File: config.mk
export PLATFORM = sky130hd
export DESIGN_NAME = itd_decoder
export DESIGN_NICKNAME = d
export VERILOG_FILES = /design/src/itd_pkg.sv /design/src/itd_decoder.sv
export SDC_FILE = /design/constraint.sdc
export NUM_CORES = 1
export LEC_CHECK = 0
export ABC_AREA = 1
export BUFFER_PORTS_ARGS = -buffer_cell sky130_fd_sc_hd__clkbuf_2
export CAP_MARGIN = 40
export CORE_UTILIZATION = 43
export DETAILED_ROUTE_END_ITERATION = 12
export PLACE_DENSITY = 0.63
export SYNTH_ARGS = -nofsm -noshare
export SYNTH_HDL_FRONTEND = slang
export SYNTH_SLANG_ARGS = --single-unit
File: constraint.sdc
create_clock -name pclk -period 2.5 [get_ports pclk]
set_input_delay 0.125 -clock pclk [delete_from_list [all_inputs] [get_ports pclk]]
set_output_delay 0.125 -clock pclk [all_outputs]
set_load 0.005 [all_outputs]
File: src/itd_pkg.sv
// Shared constants and carriers for the input terminal function decoder.
// Assumes a 32-bit APB slave port and four debounced digital terminals.
package itd_pkg;

  // Terminal count and counter width defaults.
  localparam int NUM_TERM = 4;
  localparam int CNT_W = 16;
  localparam int CODE_SPAN = 32;

  // Function codes, used as bit indices into the code hit vector.
  localparam int FN_NONE = 0;
  localparam int FN_FORWARD_RUN = 1;
  localparam int FN_REVERSE_RUN = 2;
  localparam int FN_THREE_WIRE = 3;
  localparam int FN_FORWARD_JOG = 4;
  localparam int FN_REVERSE_JOG = 5;
  localparam int FN_FREQ_UP = 6;
  localparam int FN_FREQ_DOWN = 7;
  localparam int FN_COAST = 8;
  localparam int FN_FAULT_RESET = 9;
  localparam int FN_RUN_PAUSE = 10;
  localparam int FN_EXT_FAULT = 11;
  localparam int FN_SPEED_B0 = 12;
  localparam int FN_SPEED_B3 = 15;
  localparam int FN_RAMP_B0 = 16;
  localparam int FN_RAMP_B1 = 17;
  localparam int FN_SRC_SWITCH = 18;
  localparam int FN_UPDOWN_CLEAR = 19;
  localparam int FN_CMD_SWITCH = 20;
  localparam int FN_RAMP_HOLD = 21;
  localparam int FN_PID_PAUSE = 22;
  localparam int FN_SEQ_RESET = 23;
  localparam int FN_RESERVED = 24;
  localparam int FN_COUNT_IN = 25;
  localparam int FN_COUNT_CLEAR = 26;
  localparam int FN_LENGTH_IN = 27;
  localparam int FN_PULSE_FREQ = 30;

  // Register byte offsets.
  localparam logic [11:0] OFS_FN_BASE = 12'h000;
  localparam logic [11:0] OFS_CMD = 12'h010;
  localparam logic [11:0] OFS_COUNT = 12'h014;
  localparam logic [11:0] OFS_LENGTH = 12'h018;
  localparam logic [11:0] OFS_CFG = 12'h01C;

  // Reset values; terminal a sits in the low byte.
  localparam logic [31:0] FN_RESET = 32'h0009_0201;
  localparam logic [3:0] CFG_RESET = 4'h0;

  // Command source encodings.
  localparam logic [1:0] CS_KEYPAD = 2'h0;
  localparam logic [1:0] CS_TERMINAL = 2'h1;
  localparam logic [1:0] CS_COMM = 2'h2;

  // Software configuration word.
  typedef struct packed {
    logic dual_source;
    logic freq_digital;
    logic [1:0] cmd_source_setting;
  } itd_cfg_t;

  // Decoded drive commands, 28 bits.
  typedef struct packed {
    logic pulse_freq_edge;
    logic length_pulse;
    logic count_pulse;
    logic count_clear;
    logic simple_sequencer_reset;
    logic pid_pause;
    logic ramp_hold;
    logic [1:0] cmd_source;
    logic updown_clear;
    logic freq_src_b;
    logic [1:0] ramp_sel;
    logic [3:0] speed_sel;
    logic external_fault;
    logic run_pause;
    logic fault_reset;
    logic coast_stop;
    logic freq_down;
    logic freq_up;
    logic reverse_jog_cmd;
    logic forward_jog_cmd;
    logic three_wire;
    logic reverse_run_cmd;
    logic forward_run_cmd;
  } itd_cmd_t;

endpackage

File: src/itd_decoder.sv
// Input terminal function decoder with an APB register slave.
// Assumes terminal pins are asynchronous levels and are debounced outside.
//
// What this block does
// - Terminal set to code 0 yields no command at all.
// - Code 1 asserted requests forward run; code 2 requests reverse run.
// - Code 3 asserted selects three-wire operation for terminal run commands.
// - Code 4 requests forward jog; code 5 requests reverse jog.
// - Codes 6 and 7 raise or lower frequency, only with digital source.
// - Code 8 asserted blocks output so the motor coasts to standstill.
// - Code 9 clears the active fault like the keypad reset key.
// - Code 10 held pauses the run with state kept; release resumes.
// - Code 11 asserted raises external fault for the protection action.
// - Codes 12 to 15 form a four-bit multi-step selection.
// - Codes 16 and 17 form a two-bit ramp time set selection.
// - Code 18 picks one of two frequency sources when dual source is set.
// - Code 19 with digital source discards up/down offset back to preset.
// - Code 20 swaps terminal or communication source with the keypad.
// - Code 21 holds output frequency, ignoring all but stop.
// - Code 22 suspends the regulator and holds output frequency.
// - Code 23 returns the simple sequencer to its initial state.
// - Code 25 pulses increment the counter; code 26 clears it.
// - Code 27 pulses are counted by the length counter.
// - Code 30 makes a pulse input, accepted only on the fourth terminal.
//
// The APB register port and the placing of the registers were chosen for this implementation.
`timescale 1ns/1ps
module itd_decoder #(
  parameter int CNT_WIDTH = itd_pkg::CNT_W
) (
  input wire logic pclk,
  input wire logic presetn,
  input wire logic psel,
  input wire logic penable,
  input wire logic pwrite,
  input wire logic [11:0] paddr,
  input wire logic [31:0] pwdata,
  input wire logic [3:0] pstrb,
  output logic [31:0] prdata,
  output logic pready,
  output logic pslverr,
  input wire logic input_terminal_a,
  input wire logic input_terminal_b,
  input wire logic input_terminal_c,
  input wire logic high_speed_pulse_terminal,
  output itd_pkg::itd_cmd_t drive_cmd,
  output logic [CNT_WIDTH-1:0] count_value,
  output logic [CNT_WIDTH-1:0] length_value
);
  import itd_pkg::*;

  logic [NUM_TERM-1:0] term_meta;
  logic [NUM_TERM-1:0] term_sync;
  logic [NUM_TERM-1:0][7:0] fn;
  itd_cfg_t cfg;
  logic [CODE_SPAN-1:0] code_hit;
  logic [CODE_SPAN-1:0] hit_q;
  logic [CODE_SPAN-1:0] code_edge;
  itd_cmd_t next_cmd;
  logic [31:0] rd_data;
  logic rd_err;
  logic [1:0] fn_idx;
  logic fn_sel;
  logic acc_prep;
  logic wr_fire;
  logic fn_legal;

  // Two flops per pin; the first stage feeds only the second.
  always_ff @(posedge pclk or negedge presetn) begin
    if (!presetn) begin
      term_meta <= '0;
      term_sync <= '0;
    end else begin
      term_meta <= {high_speed_pulse_terminal, input_terminal_c,
                    input_terminal_b, input_terminal_a};
      term_sync <= term_meta;
    end
  end

  // Collect which codes are asserted on any terminal. A code outside
  // the decoded span lights nothing, so reserved values stay silent.
  always_comb begin
    code_hit = '0;
    for (int i = 0; i < NUM_TERM; i++) begin
      if (term_sync[i] && fn[i] < 8'(CODE_SPAN)) begin
        // Pulse input only counts on the high-speed terminal.
        if (fn[i] != 8'(FN_PULSE_FREQ) || i == NUM_TERM - 1) begin
          code_hit[fn[i][4:0]] = 1'b1;
        end
      end
    end
    // Codes 0 and 24 never reach a command.
    code_hit[FN_NONE] = 1'b0;
    code_hit[FN_RESERVED] = 1'b0;
  end

  // Previous hits give rising edges for pulse style commands.
  always_ff @(posedge pclk or negedge presetn) begin
    if (!presetn) begin
      hit_q <= '0;
    end else begin
      hit_q <= code_hit;
    end
  end

  assign code_edge = code_hit & ~hit_q;

  // Build the next command word from levels and edges.
  always_comb begin
    next_cmd = '0;
    next_cmd.forward_run_cmd = code_hit[FN_FORWARD_RUN];
    next_cmd.reverse_run_cmd = code_hit[FN_REVERSE_RUN];
    next_cmd.three_wire = code_hit[FN_THREE_WIRE];
    next_cmd.forward_jog_cmd = code_hit[FN_FORWARD_JOG];
    next_cmd.reverse_jog_cmd = code_hit[FN_REVERSE_JOG];
    next_cmd.freq_up = code_hit[FN_FREQ_UP] & cfg.freq_digital;
    next_cmd.freq_down = code_hit[FN_FREQ_DOWN] & cfg.freq_digital;
    next_cmd.coast_stop = code_hit[FN_COAST];
    // One pulse per press, like a single key stroke.
    next_cmd.fault_reset = code_edge[FN_FAULT_RESET];
    next_cmd.run_pause = code_hit[FN_RUN_PAUSE];
    // Sticky until a reset press; a held fault input wins.
    next_cmd.external_fault = code_hit[FN_EXT_FAULT] |
      (drive_cmd.external_fault & ~code_edge[FN_FAULT_RESET]);
    next_cmd.speed_sel = code_hit[FN_SPEED_B3:FN_SPEED_B0];
    next_cmd.ramp_sel = code_hit[FN_RAMP_B1:FN_RAMP_B0];
    next_cmd.freq_src_b = code_hit[FN_SRC_SWITCH] & cfg.dual_source;
    next_cmd.updown_clear = code_hit[FN_UPDOWN_CLEAR] &
      cfg.freq_digital;
    // Terminal or communication source yields to the keypad.
    if (code_hit[FN_CMD_SWITCH] &&
        (cfg.cmd_source_setting == CS_TERMINAL ||
         cfg.cmd_source_setting == CS_COMM)) begin
      next_cmd.cmd_source = CS_KEYPAD;
    end else begin
      next_cmd.cmd_source = cfg.cmd_source_setting;
    end
    next_cmd.ramp_hold = code_hit[FN_RAMP_HOLD];
    next_cmd.pid_pause = code_hit[FN_PID_PAUSE];
    next_cmd.simple_sequencer_reset = code_hit[FN_SEQ_RESET];
    next_cmd.count_clear = code_hit[FN_COUNT_CLEAR];
    next_cmd.count_pulse = code_edge[FN_COUNT_IN];
    next_cmd.length_pulse = code_edge[FN_LENGTH_IN];
    next_cmd.pulse_freq_edge = code_edge[FN_PULSE_FREQ];
  end

  // Registered command word so every output comes from a flop.
  always_ff @(posedge pclk or negedge presetn) begin
    if (!presetn) begin
      drive_cmd <= '0;
    end else begin
      drive_cmd <= next_cmd;
    end
  end

  // Event counter; a held clear wins over a pulse in the same cycle,
  // because clearing the count state is the stronger request.
  always_ff @(posedge pclk or negedge presetn) begin
    if (!presetn) begin
      count_value <= '0;
    end else if (code_hit[FN_COUNT_CLEAR]) begin
      count_value <= '0;
    end else if (code_edge[FN_COUNT_IN]) begin
      count_value <= count_value + 1'b1;
    end
  end

  // Length counter; it wraps, since no length clear is decoded here.
  always_ff @(posedge pclk or negedge presetn) begin
    if (!presetn) begin
      length_value <= '0;
    end else if (code_edge[FN_LENGTH_IN]) begin
      length_value <= length_value + 1'b1;
    end
  end

  // APB timing: the access phase sees pready one cycle after entry.
  assign acc_prep = psel & penable & ~pready;
  assign wr_fire = psel & penable & pready & pwrite & ~pslverr;
  assign fn_sel = (paddr[11:4] == OFS_FN_BASE[11:4]);
  assign fn_idx = paddr[3:2];
  // Pulse input code is refused on the three ordinary terminals.
  assign fn_legal = (pwdata[7:0] != 8'(FN_PULSE_FREQ)) ||
                    (fn_idx == 2'(NUM_TERM - 1));

  // Read mux and error decision for the current address.
  always_comb begin
    rd_data = '0;
    rd_err = 1'b0;
    if (paddr[1:0] != 2'h0) begin
      rd_err = 1'b1;
    end else if (fn_sel) begin
      rd_data = {24'h00_0000, fn[fn_idx]};
      rd_err = pwrite & pstrb[0] & ~fn_legal;
    end else if (paddr == OFS_CMD) begin
      rd_data = {4'h0, drive_cmd};
    end else if (paddr == OFS_COUNT) begin
      rd_data = 32'(count_value);
    end else if (paddr == OFS_LENGTH) begin
      rd_data = 32'(length_value);
    end else if (paddr == OFS_CFG) begin
      rd_data = {28'h000_0000, cfg};
    end else begin
      rd_err = 1'b1;
    end
  end

  // Bus answer flops; read data is captured one cycle before completion.
  always_ff @(posedge pclk or negedge presetn) begin
    if (!presetn) begin
      pready <= 1'b0;
      pslverr <= 1'b0;
      prdata <= '0;
    end else begin
      pready <= acc_prep;
      pslverr <= acc_prep & rd_err;
      if (acc_prep && !pwrite) begin
        prdata <= rd_data;
      end
    end
  end

  // Function select registers; only byte lane 0 carries the code.
  always_ff @(posedge pclk or negedge presetn) begin
    if (!presetn) begin
      fn <= FN_RESET;
    end else if (wr_fire && fn_sel && pstrb[0] && fn_legal) begin
      fn[fn_idx] <= pwdata[7:0];
    end
  end

  // Configuration word that steers gating of several commands.
  always_ff @(posedge pclk or negedge presetn) begin
    if (!presetn) begin
      cfg <= CFG_RESET;
    end else if (wr_fire && paddr == OFS_CFG && pstrb[0]) begin
      cfg <= pwdata[3:0];
    end
  end

  // Checks on the decoded behaviour.
  idle_codes_a: assert property (
    @(posedge pclk) disable iff (!presetn)
    (code_hit == '0) |=> (drive_cmd.forward_run_cmd == 1'b0 &&
    drive_cmd.speed_sel == 4'h0 && drive_cmd.coast_stop == 1'b0))
    else $error("idle codes raised a command");

  run_follow_a: assert property (
    @(posedge pclk) disable iff (!presetn)
    code_hit[FN_FORWARD_RUN] && !code_hit[FN_REVERSE_RUN] |=>
    drive_cmd.forward_run_cmd && !drive_cmd.reverse_run_cmd)
    else $error("forward run not decoded");

  updown_gate_a: assert property (
    @(posedge pclk) disable iff (!presetn)
    !cfg.freq_digital |=> !drive_cmd.freq_up && !drive_cmd.freq_down &&
    !drive_cmd.updown_clear)
    else $error("up down acted without digital source");

  reset_pulse_a: assert property (
    @(posedge pclk) disable iff (!presetn)
    drive_cmd.fault_reset |=> !drive_cmd.fault_reset)
    else $error("fault reset longer than one cycle");

  fault_sticky_a: assert property (
    @(posedge pclk) disable iff (!presetn)
    drive_cmd.external_fault && !code_hit[FN_FAULT_RESET] ##1
    !code_edge[FN_FAULT_RESET] |=> drive_cmd.external_fault)
    else $error("external fault dropped without reset");

  speed_sel_a: assert property (
    @(posedge pclk) disable iff (!presetn)
    ##1 drive_cmd.speed_sel == $past(code_hit[FN_SPEED_B3:FN_SPEED_B0]))
    else $error("speed selection mismatch");

  src_swap_a: assert property (
    @(posedge pclk) disable iff (!presetn)
    code_hit[FN_CMD_SWITCH] && cfg.cmd_source_setting == CS_COMM |=>
    drive_cmd.cmd_source == CS_KEYPAD)
    else $error("command source not swapped to keypad");

  count_step_a: assert property (
    @(posedge pclk) disable iff (!presetn)
    code_edge[FN_COUNT_IN] && !code_hit[FN_COUNT_CLEAR] |=>
    count_value == $past(count_value) + 1'b1)
    else $error("counter did not step");

  pulse_only_a: assert property (
    @(posedge pclk) disable iff (!presetn)
    fn[0] != 8'(FN_PULSE_FREQ) && fn[1] != 8'(FN_PULSE_FREQ) &&
    fn[2] != 8'(FN_PULSE_FREQ))
    else $error("pulse code on ordinary terminal");

  pin_latency_a: assert property (
    @(posedge pclk) disable iff (!presetn)
    $rose(term_sync[0]) && fn[0] == 8'(FN_COAST) ##1
    fn[0] == 8'(FN_COAST) |-> drive_cmd.coast_stop)
    else $error("coast not decoded from terminal a");

  // Commands and counters must follow their hit, edge or gate one cycle later.
  three_wire_a: assert property (
    @(posedge pclk) disable iff (!presetn)
    code_hit[FN_THREE_WIRE] |=> drive_cmd.three_wire)
    else $error("three wire mode not decoded");

  fwd_jog_a: assert property (
    @(posedge pclk) disable iff (!presetn)
    code_hit[FN_FORWARD_JOG] |=> drive_cmd.forward_jog_cmd)
    else $error("forward jog not decoded");

  rev_jog_a: assert property (
    @(posedge pclk) disable iff (!presetn)
    code_hit[FN_REVERSE_JOG] |=> drive_cmd.reverse_jog_cmd)
    else $error("reverse jog not decoded");

  updown_pass_a: assert property (
    @(posedge pclk) disable iff (!presetn)
    code_hit[FN_FREQ_UP] && cfg.freq_digital |=> drive_cmd.freq_up)
    else $error("frequency up not decoded");

  coast_stop_a: assert property (
    @(posedge pclk) disable iff (!presetn)
    code_hit[FN_COAST] |=> drive_cmd.coast_stop)
    else $error("coast stop not decoded");

  fault_pulse_a: assert property (
    @(posedge pclk) disable iff (!presetn)
    code_edge[FN_FAULT_RESET] |=> drive_cmd.fault_reset)
    else $error("fault reset press lost");

  run_pause_a: assert property (
    @(posedge pclk) disable iff (!presetn)
    code_hit[FN_RUN_PAUSE] |=> drive_cmd.run_pause)
    else $error("run pause not decoded");

  fault_raise_a: assert property (
    @(posedge pclk) disable iff (!presetn)
    code_hit[FN_EXT_FAULT] |=> drive_cmd.external_fault)
    else $error("external fault not raised");

  ramp_sel_a: assert property (
    @(posedge pclk) disable iff (!presetn)
    ##1 drive_cmd.ramp_sel == $past(code_hit[FN_RAMP_B1:FN_RAMP_B0]))
    else $error("ramp selection mismatch");

  src_gate_a: assert property (
    @(posedge pclk) disable iff (!presetn)
    !cfg.dual_source |=> !drive_cmd.freq_src_b)
    else $error("source switch without dual source");

  offset_clear_a: assert property (
    @(posedge pclk) disable iff (!presetn)
    code_hit[FN_UPDOWN_CLEAR] && cfg.freq_digital |=> drive_cmd.updown_clear)
    else $error("up down clear not decoded");

  ramp_hold_a: assert property (
    @(posedge pclk) disable iff (!presetn)
    code_hit[FN_RAMP_HOLD] |=> drive_cmd.ramp_hold)
    else $error("ramp hold not decoded");

  pid_pause_a: assert property (
    @(posedge pclk) disable iff (!presetn)
    code_hit[FN_PID_PAUSE] |=> drive_cmd.pid_pause)
    else $error("regulator pause not decoded");

  seq_reset_a: assert property (
    @(posedge pclk) disable iff (!presetn)
    code_hit[FN_SEQ_RESET] |=> drive_cmd.simple_sequencer_reset)
    else $error("sequencer reset not decoded");

  count_clear_a: assert property (
    @(posedge pclk) disable iff (!presetn)
    code_hit[FN_COUNT_CLEAR] |=> count_value == '0)
    else $error("counter not cleared");

  length_step_a: assert property (
    @(posedge pclk) disable iff (!presetn)
    code_edge[FN_LENGTH_IN] |=> length_value == $past(length_value) + 1'b1)
    else $error("length counter did not step");

endmodule

==> flow_summary.json, run 1 <==
{
  "wl_per_cell_um": 18.1,
  "drive_gt1_frac": 0.241,
  "finalCritPeriodShare": 0.779,
  "hold_path_depth": 3,
  "hpwl_um": 18600,
  "maxSlewHeadroom": 0.530,
  "finalHoldViolCount": 0,
  "final_cell_mix": "nand2_1, dfrtp_1, clkbuf_2, inv_1, nand3_1",
  "rows": 49,
  "fp.dieW_um": 137,
  "power.density_nw_per_um2": 545,
  "grt_pass1_vias": 6356,
  "async_flop_share": 1.00,
  "finalSetupTns_ps": 0,
  "coreArea_um2": 18000,
  "drt_first_pass_iters": 5,
  "max_stage_delay_ps": 400,
  "ys_seq_area_frac": 0.440,
  "critPathBufInv": 2,
  "grt_use_total": 0.264,
  "drtAntennaViolNets": 0,
  "cts_setup_buffers": 0,
  "place_congestion": 0.987,
  "diodes": 0,
  "synth-seq-cells": 138,
  "p_leak_nw": 4.52,
  "drt_iter0_markers": 672,
  "synth_edf_count": 0,
  "insertion_delay_ps": 440,
  "finalPower_mw": 4.97,
  "r2r_cells": 10,
  "ir_worst_vdd_mv": 0.507,
  "drv_cap": 0,
  "clockBufferDepth": 2,
  "vias": 7115,
  "grt_max_degree": 58,
  "status": "finished clean",
  "rsz0062_at_grt": "no",
  "final_util": 0.508,
  "io_buffers": 119,
  "route.detailed.drc": 0,
  "tightest_slew_ps": 699,
  "synthCells": 979,
  "boundaryPins": 151,
  "vias_per_cell": 5.35,
  "die_area_um2": 18800,
  "cp.depth": 10,
  "timing.fmax_mhz": 514,
  "cts_tree": "done",
  "antenna_found_initial": 0,
  "pre_cts_slack_ps": 572,
  "path_max_fanout": 15,
  "area_growth_pct": 16.0,
  "skew_ps": 12.0,
  "start_util": 0.438,
  "setup.worst_path.end_class": "register",
  "fin_ws_ps": 553,
  "place_inst": 1294,
  "required_ps": 2860,
  "cp_top_family": "simple AND/OR/NAND/NOR gates",
  "yosysUniqueCellTypes": 52,
  "fillers": 1750,
  "fin_nets": 1148,
  "syn_avg_cell_area_um2": 8.03,
  "fin_crit_ps": 1950,
  "synth_ff_type": "dfrtp_1",
  "critPathKind": "reg2reg",
  "numCtsBuffers": 17,
  "critPathArrivalTime_ps": 2300,
  "path_clk_slew_ps": 60,
  "cp-start-kind": "register",
  "fin_cells": 1331,
  "hp-class": "in2reg",
  "final_common_cell": "nand2_1",
  "syn_area_um2": 7860,
  "routed_wl_um": 24100,
  "clock-root-buffer": "clkbuf_16",
  "grt_overflow": 0,
  "slew_viol_final": 0,
  "cts_sinks": 138,
  "finalSetupViolCount": 0,
  "grt_first_pass_wirelength_um": 36400,
  "die_h_um": 137,
  "worstPathCellList": "nor2_1, nand3_2, inv_2, nand3_1, nand4_2, buf_4, nand3_1, nand2_1, nand2_1, nor2_1",
  "yosysWarnings": 0,
  "crit_slowest_cell": "dfrtp_1",
  "htreeDepth": 4
}
[final cells by class]
| type | count | area, um2 | area share |
|---|---|---|---|
| Multi-Input combinational cell | 679 | 3610 | 0.396 |
| Clock buffer | 20 | 437 | 0.0479 |
| Inverter | 120 | 457 | 0.0501 |
| Tap cell | 229 | 287 | 0.0314 |
| Clock inverter | 12 | 141 | 0.0155 |
| Timing Repair Buffer | 133 | 732 | 0.0802 |
| Sequential cell | 138 | 3460 | 0.379 |
[per-stage QoR]
| step | hold WS [ps] | cell area [um2] |
|---|---|---|
| 2_1_floorplan | -171 | 7870 |
| 3_3_place_gp | 128 | 8490 |
| 3_5_place_dp | 135 | 8490 |
| 4_1_cts | 11.1 | 9120 |
| 5_1_grt | 25.8 | 9120 |
| 6_report | 17.3 | 9120 |
[worst paths after layout]
check,start,endpoint,slack [ps]
hold reg to reg,term_meta[3]$_DFF_PN0_,term_sync[3]$_DFF_PN0_,350
setup / recovery,fn[7]$_DFFE_PN0P_,count_value[4]$_DFFE_PN0P_,550
setup reg to reg,fn[7]$_DFFE_PN0P_,count_value[4]$_DFFE_PN0P_,550
max in group asynchronous,presetn,fn[19]$_DFFE_PN1P_,1570
min in group asynchronous,presetn,prdata[23]$_DFFE_PN0P_,230
hold / removal,penable,pready$_DFF_PN0_,20
[tightest hold or removal path: stages]
cell      delay, ps
clkbuf_2         80
nand2_1         110
nor2_1           80
[timing repair]
| item | CTS | global route |
|---|---|---|
| hold endpoints to repair | 58 | 0 |
| setup endpoints to repair | 0 | 0 |
| resized for setup | 0 | 0 |
| hold buffers | 5 | 0 |
[cells in the mapped netlist (4+ instances only)]
master | count | area share
a21oi_1 | 11 | 0.0070
a22oi_1 | 6 | 0.0057
buf_2 | 5 | 0.0032
buf_4 | 24 | 0.023
buf_6 | 8 | 0.011
clkbuf_1 | 5 | 0.0024
dfrtp_1 | 134 | 0.43
dfstp_2 | 4 | 0.013
inv_1 | 100 | 0.048
inv_2 | 18 | 0.0086
nand2_1 | 259 | 0.12
nand2_2 | 16 | 0.013
nand3_1 | 95 | 0.060
nand3_2 | 12 | 0.015
nand3_4 | 5 | 0.011
nand4_1 | 14 | 0.011
nor2_1 | 61 | 0.029
nor2_2 | 11 | 0.0088
nor2_4 | 9 | 0.013
nor3_1 | 28 | 0.018
o2111ai_1 | 10 | 0.011
o211ai_1 | 8 | 0.0076
o21ai_0 | 12 | 0.0076
o21ai_1 | 35 | 0.022
o21ai_2 | 24 | 0.027
o221ai_1 | 6 | 0.0067
o22ai_1 | 11 | 0.0088
o31ai_1 | 4 | 0.0038
xor2_1 | 16 | 0.018
[state kept, by name, summed over array words and instances, names as in the netlist, 4 cells and up]
name          count
fn               32
prdata           28
hit_q            17
count_value      16
length_value     16
drive_cmd        15
cfg               4
term_meta         4
term_sync         4
[cells by family (layout without fill, tap and decap cells)]
kind of cell,after synthesis,in the layout,share of synthesized area
AO/OA/AOI/OAI,133,133,0.114
AND/OR/NAND/NOR,522,522,0.320
other,1,4,0.000477
adder cells (fa/ha/maj),2,2,0.00318
XOR/XNOR,18,18,0.0201
flip-flops,138,138,0.440
buffers and inverters,165,285,0.102
[power by group]
part | switching [mW] | internal, mW | leakage (nW) | total [mW]
combinational | 0.155 | 0.0569 | 2.37 | 0.212
sequential | 0.00523 | 2.24 | 1.89 | 2.25
clock | 1.03 | 1.48 | 0.264 | 2.51
[per-layer routing]
metal	vias to the layer above	global-route usage	routed length (um)
met5	-	0	0
met4	0	0.111	676
met3	44	0.0471	1650
met2	302	0.386	10500
met1	3344	0.383	11200
li1	3425	-	-
Note: power is estimated with default switching activity, not from simulation.
==> inputs of run 2 (changes only) <==
--- a/config.mk
+++ b/config.mk
@@ -10,7 +10,7 @@
 export CAP_MARGIN = 40
 export CORE_UTILIZATION = 43
 export DETAILED_ROUTE_END_ITERATION = 12
-export PLACE_DENSITY = 0.63
+export PLACE_DENSITY = 0.65
 export SYNTH_ARGS = -nofsm -noshare
 export SYNTH_HDL_FRONTEND = slang
 export SYNTH_SLANG_ARGS = --single-unit
==> constraint.sdc (replaced) <==
create_clock -name pclk -period 1.65 [get_ports pclk]
set_input_delay 0.0825 -clock pclk [delete_from_list [all_inputs] [get_ports pclk]]
set_output_delay 0.0825 -clock pclk [all_outputs]
set_load 0.005 [all_outputs]
==> flow_summary.json, run 2 (synthesized netlist as in run 1, its figures left out) <==
{
  "final_common_cell": "nand2_1",
  "slew_viol_final": 0,
  "wl_per_cell_um": 17.9,
  "path_max_fanout": 5,
  "coreArea_um2": 18000,
  "rsz0062_at_grt": "yes",
  "hpwl_um": 19800,
  "clock-root-buffer": "clkbuf_16",
  "start_util": 0.438,
  "vias": 7697,
  "ir_worst_vdd_mv": 0.904,
  "p_leak_nw": 5.22,
  "crit_slowest_cell": "dfrtp_1",
  "insertion_delay_ps": 430,
  "numCtsBuffers": 17,
  "grt_first_pass_wirelength_um": 39000,
  "skew_ps": 9.47,
  "htreeDepth": 4,
  "fin_nets": 1273,
  "worstPathCellList": "inv_1, nand2_1, nor2_4, nand2_2, o21ai_2, inv_1, nand2_2, nand2_4, buf_6, nand2_2, o21ai_1",
  "fp.dieW_um": 137,
  "grt_overflow": 0,
  "antenna_found_initial": 0,
  "area_growth_pct": 31.4,
  "drt_iter0_markers": 628,
  "grt_use_total": 0.283,
  "clockBufferDepth": 2,
  "vias_per_cell": 5.29,
  "required_ps": 1960,
  "place_congestion": 0.982,
  "die_h_um": 137,
  "fin_crit_ps": 1690,
  "finalSetupViolCount": 6,
  "power.density_nw_per_um2": 737,
  "rows": 49,
  "final_cell_mix": "nand2_1, dfrtp_1, buf_4, clkbuf_2, inv_1",
  "holdWs_ps": 25.6,
  "violations": "setup timing",
  "finalCritPeriodShare": 1.02,
  "routed_wl_um": 26000,
  "critPathKind": "reg2reg",
  "route.detailed.drc": 0,
  "drt_first_pass_iters": 5,
  "die_area_um2": 18800,
  "critPathArrivalTime_ps": 2000,
  "cp-start-kind": "register",
  "io_buffers": 119,
  "diodes": 0,
  "cp_common_cell": "nand2_2",
  "top_regs": "fn: 32 flops, prdata: 28 flops, hit_q: 17 flops",
  "max_stage_delay_ps": 370,
  "finalHoldViolCount": 0,
  "path_clk_slew_ps": 60,
  "cts_tree": "done",
  "setup.worst_path.end_class": "register",
  "grt_pass1_vias": 7035,
  "grt_max_degree": 50,
  "status": "finished with violations",
  "fin_cells": 1456,
  "largest_reg_flops": 32,
  "drv_cap": 0,
  "place_inst": 1395,
  "drtAntennaViolNets": 0,
  "cts_sinks": 138,
  "fin_ws_ps": -36.0,
  "timing.fmax_mhz": 593,
  "boundaryPins": 151,
  "hp-class": "in2reg",
  "drive_gt1_frac": 0.349,
  "largest-register": "fn"
}
## run 2: cell count changes in the layout (fill, tap and decap cells not counted), moves of 4 or more
| cell | delta |
|---|---|
| buf_4 | +115 |
| nand2_2 | +10 |
| dlygate4sd3_1 | +4 |
| nand3_2 | +6 |
| nand3_1 | -7 |
| nor2_1 | -6 |
| nand2_1 | -12 |
| nor2_2 | +5 |
## run 2: timing repair
item,CTS,global route
hold endpoints to repair,81,0
cloned,0,3
setup endpoints to repair,4,61
setup buffers,3,14
resized for setup,2,51
hold buffers,9,0
pin swaps,1,12
## run 2: layout make-up
class                           count  area, um2
Fill cell                        1659       7640
Multi-Input combinational cell    680       3790
Sequential cell                   138       3460
Timing Repair Buffer              257       1730
Inverter                          120        469
Clock buffer                       20        447
Tap cell                          229        287
Clock inverter                     12        141
## run 2: stage by stage
stage	cell area (um2)	setup slack (ps)	util	setup TNS, ps	power (mW)
final	10300	-36.0	0.575	-157	7.62
after global routing	10300	-98.3	0.575	-1320	7.84
after CTS	10000	5.62	0.557	0	7.65
after detailed placement	9290	6.83	0.517	0	3.82
after global placement	9290	26.3	0.517	0	3.82
after floorplan	7870	128	-	0	3.61
## run 2: worst max-delay path, delay by kind of cell (launching register included)
kind            cells  cell delay [ps]
buf+inv             3              310
flops               1              370
simple gates        6              660
compound gates      2              210
## run 2: routing by layer
metal	vias to the layer above	track usage	wire length (um)
met5	-	0	0
met3	42	0.0486	1670
li1	3692	-	-
met1	3658	0.396	11700
met2	305	0.442	12000
met4	0	0.0952	611
## run 2: where the power goes
| part | switching (mW) | internal, mW | total [mW] | leakage (nW) |
|---|---|---|---|---|
| combinational | 0.256 | 0.131 | 0.387 | 3.05 |
| clock | 1.54 | 2.28 | 3.82 | 0.281 |
| sequential | 0.00785 | 3.40 | 3.41 | 1.89 |
## run 2: final timing paths
check | to | slack (ps) | startpoint | cells past startpoint
setup reg to reg | length_value[5]$_DFFE_PN0P_ | -40 | fn[21]$_DFFE_PN0P_ | 11
min in group asynchronous | hit_q[2]$_DFF_PN0_ | 170 | presetn | 2
max in group asynchronous | fn[16]$_DFFE_PN1P_ | 860 | presetn | 3
hold reg to reg | term_sync[0]$_DFF_PN0_ | 350 | term_meta[0]$_DFF_PN0_ | 0
setup / recovery | length_value[5]$_DFFE_PN0P_ | -40 | fn[21]$_DFFE_PN0P_ | 11
hold / removal | fn[28]$_DFFE_PN0P_ | 30 | pwdata[4] | 3
